$ cat src/dbg_pkg.sv
// Purpose: Shared constants and carriers for the debug serial and trace port
// Assumes: One core clock domain; debug serial clock is sampled, not used as a clock
// Notes: Status codes and frame sizes live here so both design files agree
package dbg_pkg;
    // Status codes that start the strobe clock during reset processing
    localparam logic [3:0] ST_START_C = 4'hc;
    localparam logic [3:0] ST_START_D = 4'hd;
    localparam logic [3:0] ST_HALTED = 4'hf;
    // Serial frame length in bits
    localparam int FRAME_BITS = 17;
    // Reset values
    localparam logic STCLK_DIS_RST = 1'b0;
    localparam logic [3:0] STATUS_RST = 4'h0;
    localparam logic [3:0] TRACE_RST = 4'h0;

    // Trace sample that travels through the buffer
    typedef struct packed {
        logic [3:0] status;
        logic [3:0] trace;
    } dbg_trace_t;

    // Received serial command word and response word
    typedef struct packed {
        logic [16:0] bits;
    } dbg_word_t;
endpackage

$ cat src/dbg_buf2.sv
// Purpose: Two-entry valid/ready buffer for trace samples
// Assumes: Same clock on both sides
// Notes: Full and empty are exact; a stall downstream pushes back upstream
`timescale 1ns/1ps
module dbg_buf2 #(
    parameter int WIDTH = 8,
    parameter int DEPTH = 2
) (
    // Clock and reset
    input wire logic core_clk,
    input wire logic arst_n,
    // Filling side
    input wire logic inValid,
    output logic inReady,
    input wire logic [WIDTH-1:0] inData,
    // Draining side
    output logic outValid,
    input wire logic outReady,
    output logic [WIDTH-1:0] outData
);
    localparam int AW = (DEPTH > 1) ? $clog2(DEPTH) : 1;
    logic [WIDTH-1:0] mem [DEPTH];      // Storage
    logic [AW-1:0] wrPtr_reg, wrPtr_next; // Write index
    logic [AW-1:0] rdPtr_reg, rdPtr_next; // Read index
    logic [AW:0] count_reg, count_next;   // Occupancy
    logic push;
    logic pop;

    function automatic logic [AW-1:0] bump(input logic [AW-1:0] p);
        bump = (p == AW'(DEPTH - 1)) ? '0 : p + 1'b1;
    endfunction

    assign inReady = (count_reg != (AW+1)'(DEPTH));
    assign outValid = (count_reg != '0);
    assign outData = mem[rdPtr_reg];
    assign push = inValid && inReady;
    assign pop = outValid && outReady;

    // Pointer and count next values
    always_comb begin
        wrPtr_next = push ? bump(wrPtr_reg) : wrPtr_reg;
        rdPtr_next = pop ? bump(rdPtr_reg) : rdPtr_reg;
        count_next = count_reg + (AW+1)'(push) - (AW+1)'(pop);
    end

    // Register the pointers
    always_ff @(posedge core_clk or negedge arst_n) begin
        if (!arst_n) begin
            wrPtr_reg <= '0;
            rdPtr_reg <= '0;
            count_reg <= '0;
        end else begin
            wrPtr_reg <= wrPtr_next;
            rdPtr_reg <= rdPtr_next;
            count_reg <= count_next;
        end
    end

    // Storage has no reset; only written words are ever read
    always_ff @(posedge core_clk) begin
        if (push) begin
            mem[wrPtr_reg] <= inData;
        end
    end
endmodule

$ cat src/dbg_port.sv
// Purpose: Debug serial port and real-time trace outputs of the core
// Assumes: Serial clock and data come from the probe, asynchronous to core_clk
// Notes: The strobe clock is rebuilt from core_clk at half rate, rising mid-sample
`timescale 1ns/1ps

// How it works
// Synchronise serial input, sample after clock high
// Serial output registered, changes after clock validation
// Clock level valid after two equal samples
// Probe keeps serial clock at most strobe/5
// Strobe clock rises mid trace-data window
// Disable bit freezes strobe, status, trace outputs; in DBG_IDLE status and trace still follow the core
// Clearing disable resumes outputs; probe resynchronises
// Strobe idle until status C, D or F
// Four-bit status code synchronous to core clock
// All-ones flag is AND of status bits
// Trace bus carries captured data and breakpoints
// Probe may sample on system clock output
// Halted core shows status F
// Disable bit resets to zero
module dbg_port (
    // Clock and reset
    input wire logic core_clk,
    input wire logic arst_n,
    // Probe serial pins
    input wire logic debugSerialClock,
    input wire logic debugSerialIn,
    output logic debugSerialOut,
    // Core side
    input wire logic [3:0] coreStatus,
    input wire logic coreHalted,
    input wire logic [3:0] coreTrace,
    input wire logic statusClockDisable,
    // Command delivery to debug logic
    output logic [16:0] cmdWord,
    output logic cmdValid,
    input wire logic [16:0] rspWord,
    // Trace pins
    output logic statusStrobeClock,
    output logic [3:0] coreStatusCode,
    output logic [3:0] traceDataBus,
    output logic statusAllOnesFlag
);
    ////////////////////////////////////////////////////////////////////////////
    // Input synchronisers: first stage read only by the second
    logic [1:0] sclkSync_reg;  // Serial clock sync chain
    logic [1:0] sdiSync_reg;   // Serial data sync chain
    logic [1:0] disSync_reg;   // Disable bit, crossed as a level
    logic sclkLast_reg, sclkLast_next;     // Previous synced sample
    logic sclkValid_reg, sclkValid_next;   // Validated clock level
    logic [4:0] bitCnt_reg, bitCnt_next;   // Bits shifted this frame
    logic [16:0] shIn_reg, shIn_next;      // Receive shifter
    logic [16:0] shOut_reg, shOut_next;    // Response shifter
    logic sdo_reg, sdo_next;               // Serial out pin register
    logic [16:0] cmd_reg, cmd_next;        // Delivered command
    logic cmdV_reg, cmdV_next;             // Command pulse
    logic sclkRise;

    always_ff @(posedge core_clk or negedge arst_n) begin
        if (!arst_n) begin
            sclkSync_reg <= 2'h0;
            sdiSync_reg <= 2'h0;
            disSync_reg <= {2{dbg_pkg::STCLK_DIS_RST}};
        end else begin
            sclkSync_reg <= {sclkSync_reg[0], debugSerialClock};
            sdiSync_reg <= {sdiSync_reg[0], debugSerialIn};
            disSync_reg <= {disSync_reg[0], statusClockDisable};
        end
    end

    ////////////////////////////////////////////////////////////////////////////
    // Serial engine: level valid when two core edges agree
    assign sclkRise = (sclkSync_reg[1] == sclkLast_reg) && sclkLast_reg && !sclkValid_reg;

    always_comb begin
        sclkLast_next = sclkSync_reg[1];
        sclkValid_next = sclkValid_reg;
        if (sclkSync_reg[1] == sclkLast_reg) begin
            sclkValid_next = sclkLast_reg;
        end
        bitCnt_next = bitCnt_reg;
        shIn_next = shIn_reg;
        shOut_next = shOut_reg;
        sdo_next = sdo_reg;
        cmd_next = cmd_reg;
        cmdV_next = 1'b0;
        if (sclkRise) begin
            // Data captured only once clock is validated high
            shIn_next = {shIn_reg[15:0], sdiSync_reg[1]};
            // Output changes after validation, from a register
            sdo_next = shOut_reg[16];
            shOut_next = {shOut_reg[15:0], 1'b0};
            if (bitCnt_reg == 5'(dbg_pkg::FRAME_BITS - 1)) begin
                bitCnt_next = 5'h00;
                cmd_next = {shIn_reg[15:0], sdiSync_reg[1]};
                cmdV_next = 1'b1;
                shOut_next = rspWord; // Next frame returns latest response
            end else begin
                bitCnt_next = bitCnt_reg + 5'h01;
            end
        end
    end

    always_ff @(posedge core_clk or negedge arst_n) begin
        if (!arst_n) begin
            sclkLast_reg <= 1'b0;
            sclkValid_reg <= 1'b0;
            bitCnt_reg <= 5'h00;
            shIn_reg <= 17'h00000;
            shOut_reg <= 17'h00000;
            sdo_reg <= 1'b0;
            cmd_reg <= 17'h00000;
            cmdV_reg <= 1'b0;
        end else begin
            sclkLast_reg <= sclkLast_next;
            sclkValid_reg <= sclkValid_next;
            bitCnt_reg <= bitCnt_next;
            shIn_reg <= shIn_next;
            shOut_reg <= shOut_next;
            sdo_reg <= sdo_next;
            cmd_reg <= cmd_next;
            cmdV_reg <= cmdV_next;
        end
    end

    assign debugSerialOut = sdo_reg;
    assign cmdWord = cmd_reg;
    assign cmdValid = cmdV_reg;

    ////////////////////////////////////////////////////////////////////////////
    // Trace path: samples pass a two-entry buffer that drains every cycle while the pin stage is frozen
    dbg_pkg::dbg_trace_t samp;
    dbg_pkg::dbg_trace_t bufOut;
    logic bufValid;
    logic bufReady;

    always_comb begin
        samp.status = coreHalted ? dbg_pkg::ST_HALTED : coreStatus;
        samp.trace = coreTrace;
    end

    dbg_buf2 #(
        .WIDTH($bits(dbg_pkg::dbg_trace_t)),
        .DEPTH(2)
    ) uBuf (
        .core_clk(core_clk),
        .arst_n(arst_n),
        .inValid(1'b1),
        .inReady(),   // Core never stalls; a full buffer drops the new sample
        .inData(samp),
        .outValid(bufValid),
        .outReady(bufReady),
        .outData(bufOut)
    );

    ////////////////////////////////////////////////////////////////////////////
    // Pin stage: while running, strobe toggles each core rising edge; data updates on falling phase
    typedef enum logic [1:0] {
        DBG_IDLE = 2'b00,  // Strobe held after reset
        DBG_RUN = 2'b01,   // Strobe toggling
        DBG_QUIET = 2'b10  // Disable bit set
    } dbg_state_t;

    dbg_state_t st_reg, st_next;
    logic strobe_reg, strobe_next;
    logic [3:0] stat_reg, stat_next;
    logic [3:0] trc_reg, trc_next;
    logic all_reg, all_next;

    // Pop one sample per strobe period, at the end of the high phase; the buffer absorbs
    // the gap, and during idle or quiet it pops every cycle: idle shows each sample on the pins, quiet discards them.
    assign bufReady = (st_reg == DBG_RUN) ? strobe_reg : 1'b1;

    always_comb begin
        st_next = st_reg;
        strobe_next = strobe_reg;
        stat_next = stat_reg;
        trc_next = trc_reg;
        all_next = all_reg;
        unique case (st_reg)
            DBG_IDLE: begin
                stat_next = bufValid ? bufOut.status : stat_reg;
                trc_next = bufValid ? bufOut.trace : trc_reg;
                all_next = bufValid ? &bufOut.status : all_reg;
                if (bufValid && (bufOut.status == dbg_pkg::ST_START_C ||
                        bufOut.status == dbg_pkg::ST_START_D ||
                        bufOut.status == dbg_pkg::ST_HALTED)) begin
                    st_next = disSync_reg[1] ? DBG_QUIET : DBG_RUN;
                end
            end
            DBG_RUN: begin
                strobe_next = !strobe_reg;
                if (strobe_reg && bufValid) begin
                    // Data moves as strobe falls, so the rise sits mid-window
                    stat_next = bufOut.status;
                    trc_next = bufOut.trace;
                    all_next = &bufOut.status;
                end
                if (disSync_reg[1] && strobe_reg) begin
                    st_next = DBG_QUIET;
                    strobe_next = 1'b0;
                end
            end
            DBG_QUIET: begin
                // Outputs frozen; breakpoint logic upstream keeps running
                if (!disSync_reg[1]) begin
                    st_next = DBG_RUN;
                end
            end
            default: begin
                st_next = DBG_IDLE;
            end
        endcase
    end

    always_ff @(posedge core_clk or negedge arst_n) begin
        if (!arst_n) begin
            st_reg <= DBG_IDLE;
            strobe_reg <= 1'b0;
            stat_reg <= dbg_pkg::STATUS_RST;
            trc_reg <= dbg_pkg::TRACE_RST;
            all_reg <= 1'b0;
        end else begin
            st_reg <= st_next;
            strobe_reg <= strobe_next;
            stat_reg <= stat_next;
            trc_reg <= trc_next;
            all_reg <= all_next;
        end
    end

    assign statusStrobeClock = strobe_reg;
    assign coreStatusCode = stat_reg;
    assign traceDataBus = trc_reg;
    assign statusAllOnesFlag = all_reg;
endmodule

$ cat config.mk
export PLATFORM = sky130hd
export DESIGN_NAME = dbg_port
export DESIGN_NICKNAME = d
export VERILOG_FILES = /design/src/dbg_pkg.sv /design/src/dbg_buf2.sv /design/src/dbg_port.sv
export SDC_FILE = /design/constraint.sdc
export NUM_CORES = 1
export LEC_CHECK = 0
export BUFFER_PORTS_ARGS = -buffer_cell sky130_fd_sc_hd__buf_2
export CORE_MARGIN = 1.5
export CORE_UTILIZATION = 35
export CTS_CLUSTER_DIAMETER = 100
export DETAILED_ROUTE_END_ITERATION = 10
export GPL_ROUTABILITY_DRIVEN = 0
export PLACE_DENSITY = 0.51
export SETUP_SLACK_MARGIN = 0.5
export SYNTH_ARGS = -nofsm -noshare
export SYNTH_HDL_FRONTEND = slang
export SYNTH_SLANG_ARGS = --single-unit
$ cat constraint.sdc
create_clock -name core_clk -period 2.2 [get_ports core_clk]
set_clock_uncertainty 0.15 [all_clocks]
set_input_delay 0.22 -clock core_clk [delete_from_list [all_inputs] [get_ports core_clk]]
set_output_delay 0.22 -clock core_clk [all_outputs]
set_load 0.02 [all_outputs]
==> flow_summary.yaml <==
yosys:
  avgSynthCellArea_um2: 12.75
  postSynthNetCount: 347
  synth_cell_types: 38
  synth_edf_count: 16
  async_flop_share: 0.8351
  yosysSeqAreaShare: 0.6322
  yosysWarnings: 0
  netlist_instances: 311
  synth_area_leaders: "dfrtp_1, edfxtp_1, mux2_2, nand2_1, mux2i_1"
  yosys_most_used_dff: "dfrtp_1"
  syn_area_um2: 3966
  synth_top_cell_by_area: "dfrtp_1"
  synth_top_area_share: 0.5110
  ys_ff_latch: 97
setup_path:
  endpoint_kind: "flop"
  path_max_fanout: 9
  arrival_ns: 1.80
  critPathRequiredTime_ns: 2.27
  critPathKind: "flop to flop"
  start_kind: "flop"
  ff2ff_path_depth: 5
global_routing:
  grt_antenna_before_repair: 0
  met2_usage: 0.2054
  grtUsageMet3: 0.03142
  gr-total-overflow: 0
  grt_pass1_vias: 2560
  grt_max_degree: 41
  grt_pass1_wl_um: 12080
  gr-usage-all-layers: 0.1319
  met1_usage: 0.1750
  busiest_layer: "met2"
placed_design:
  dp_hpwl_um: 4578
  io_buffers: 59
  postPlaceCellArea_um2: 4443
layout:
  drive_gt1_frac: 0.3648
  fillers: 1016
  stdcell_area_um2: 5065
  nets: 434
  utilization: 0.4632
  syn_to_final_growth_pct: 27.70
  num_antenna_cells: 0
floorplan:
  initial_utilization: 0.3627
  io_pins: 60
  row_count: 38
  fp.dieH_um: 109.5
  dieWidth_um: 109.5
  die_area_um2: 11980
  core_area_um2: 10940
job:
  max_cap_violations: 0
sta:
  setup_viol: 0
  tightestPinTransition_ns: 0.4638
  max_freq_ghz: 0.5773
  period_share: 0.7874
  drv_slew: 0
  tns_ns: 0
  rsz0062_at_grt: "yes"
  post-route-min-period_ns: 1.732
  relSlewSlack: 0.6908
  hold_viol_final: 0
hold_path:
  hold_depth: 3
  hold_class: "primary input to flop"
detailed_routing:
  drc: 0
  ant_nets: 0
  vias: 2508
  vias_per_cell: 4.619
  first_iter_violations: 117
  wl_per_cell_um: 13.39
  drtPass1Iterations: 4
  routed_wirelength_um: 7271
clocking:
  cts_buffers: 9
  cts-htree-levels: 3
  cts_tree: "done"
  clock_latency_ns: 0.33
  path_clk_slew_ns: 0.06
  cts_root_buf: "clkbuf_16"
  cts_sinks: 97
  clock_path_buffers: 2
power:
  power.static_leakage_nw: 2.389
  power_density_nw_per_um2: 1142
  irDropWorstVdd_mv: 0.4247
run_status:
  status: "completed"
==> power breakdown <==
part / total (mW) / leakage (nW) / switching (mW) / internal (mW)
clock network: 1.54 / 0.144 / 0.628 / 0.910
logic: 1.60 / 1.05 / 0.763 / 0.842
registers: 2.64 / 1.20 / 0.317 / 2.33
total: 5.79 / 2.39 / 1.71 / 4.08
==> through the flow <==
stage | hold slack [ns] | cells | power (mW) | worst slack (ns)
6_report | 0.01021 | 543 | 5.786 | 0.4678
5_1_grt | 0.008920 | 543 | 6.188 | 0.3767
4_1_cts | 0.002212 | 538 | 5.815 | 0.4574
3_5_place_dp | 0.05073 | 505 | 4.081 | 0.3269
3_3_place_gp | 0.05404 | 505 | 4.043 | 0.3587
2_1_floorplan | -0.2256 | 311 | 3.633 | 0.5026
==> synth_stat cells (3+ instances only) <==
cell type / count
clkbuf_1: 8
o21ai_1: 8
dfrtp_1: 81
mux2_4: 9
nand2b_1: 4
nand2_1: 71
ha_1: 5
edfxtp_1: 16
xnor2_1: 4
o21ai_0: 12
mux2i_1: 17
a31oi_1: 3
nor2_1: 3
nor3_1: 3
or2_2: 5
inv_1: 7
mux2_2: 25
nor2b_1: 5
==> worst paths after layout <==
kind	start	endpoint	slack, ns
worst min register to register	disSync_reg[0]	disSync_reg[1]	0.20
worst max-delay path	bitCnt_reg[1]	cmdWord[13]	0.47
max in group asynchronous	arst_n	uBuf.rdPtr_reg	1.12
worst min-delay path	rspWord[13]	shOut_reg[13]	0.01
min in group asynchronous	arst_n	traceDataBus[2]	0.22
worst max register to register	bitCnt_reg[1]	cmdWord[13]	0.47
==> per-layer routing <==
layer,vias up,share of wire
met5,-,0
met4,0,0.012
li1,1232,-
met2,39,0.48
met3,7,0.035
met1,1230,0.47
==> final cells by class <==
class / count / area (um^2) / share of cell area
sequential: 97 / 2510 / 0.4956
timing repair buffer: 88 / 644.4 / 0.1272
multi-input combinational: 195 / 1419 / 0.2801
clock buffer: 13 / 250.2 / 0.04941
inverter: 7 / 26.28 / 0.005188
clock inverter: 3 / 40.04 / 0.007905
tap: 140 / 175.2 / 0.03458
==> cell families (layout without fill, tap and decap cells) <==
logic type / Yosys count / in the layout / share of synthesized area
compound gates: 28 / 28 / 0.03849
xor+xnor: 5 / 5 / 0.01104
fa+ha+maj: 5 / 5 / 0.01577
buf+inv: 20 / 111 / 0.02745
flops: 97 / 97 / 0.6322
mux: 51 / 51 / 0.1479
simple gates: 105 / 106 / 0.1271
==> layout by cell type (no fill, tap or decap), types with 2 or more instances in the layout <==
| cell type | count |
|---|---|
| nor2b_1 | 3 |
| nor3_1 | 3 |
| buf_2 | 58 |
| clkbuf_1 | 3 |
| nand2b_1 | 3 |
| buf_4 | 11 |
| inv_2 | 2 |
| mux2i_1 | 16 |
| or2_2 | 5 |
| mux2_2 | 25 |
| dlygate4sd3_1 | 11 |
| inv_1 | 5 |
| and3b_1 | 2 |
| o21ai_0 | 3 |
| xnor2_1 | 4 |
| clkbuf_16 | 11 |
| edfxtp_1 | 16 |
| dfrtp_2 | 2 |
| ha_1 | 2 |
| and3_1 | 2 |
| ha_2 | 2 |
| mux2_4 | 9 |
| buf_12 | 5 |
| dfrtp_1 | 79 |
| clkinv_2 | 2 |
| o21ai_1 | 17 |
| nand2_1 | 71 |
| a211oi_1 | 2 |
| a31oi_1 | 3 |
==> critical path: stages (launching register included) <==
cell	delay, ns
dfrtp_1	0.41
inv_2	0.09
ha_4	0.13
and4bb_4	0.38
nand2_8	0.14
mux2_4	0.32
==> what timing repair did <==
| action | CTS | global route |
|---|---|---|
| endpoints found under the setup margin | 38 | 37 |
| resized for setup | 10 | 19 |
| buffers inserted | 6 | 2 |
| pin swaps | 1 | 5 |
| hold endpoints to repair | 43 | 0 |
| cloned | 0 | 3 |
| hold buffers | 11 | 0 |
Note: power is estimated with default switching activity, not from simulation.
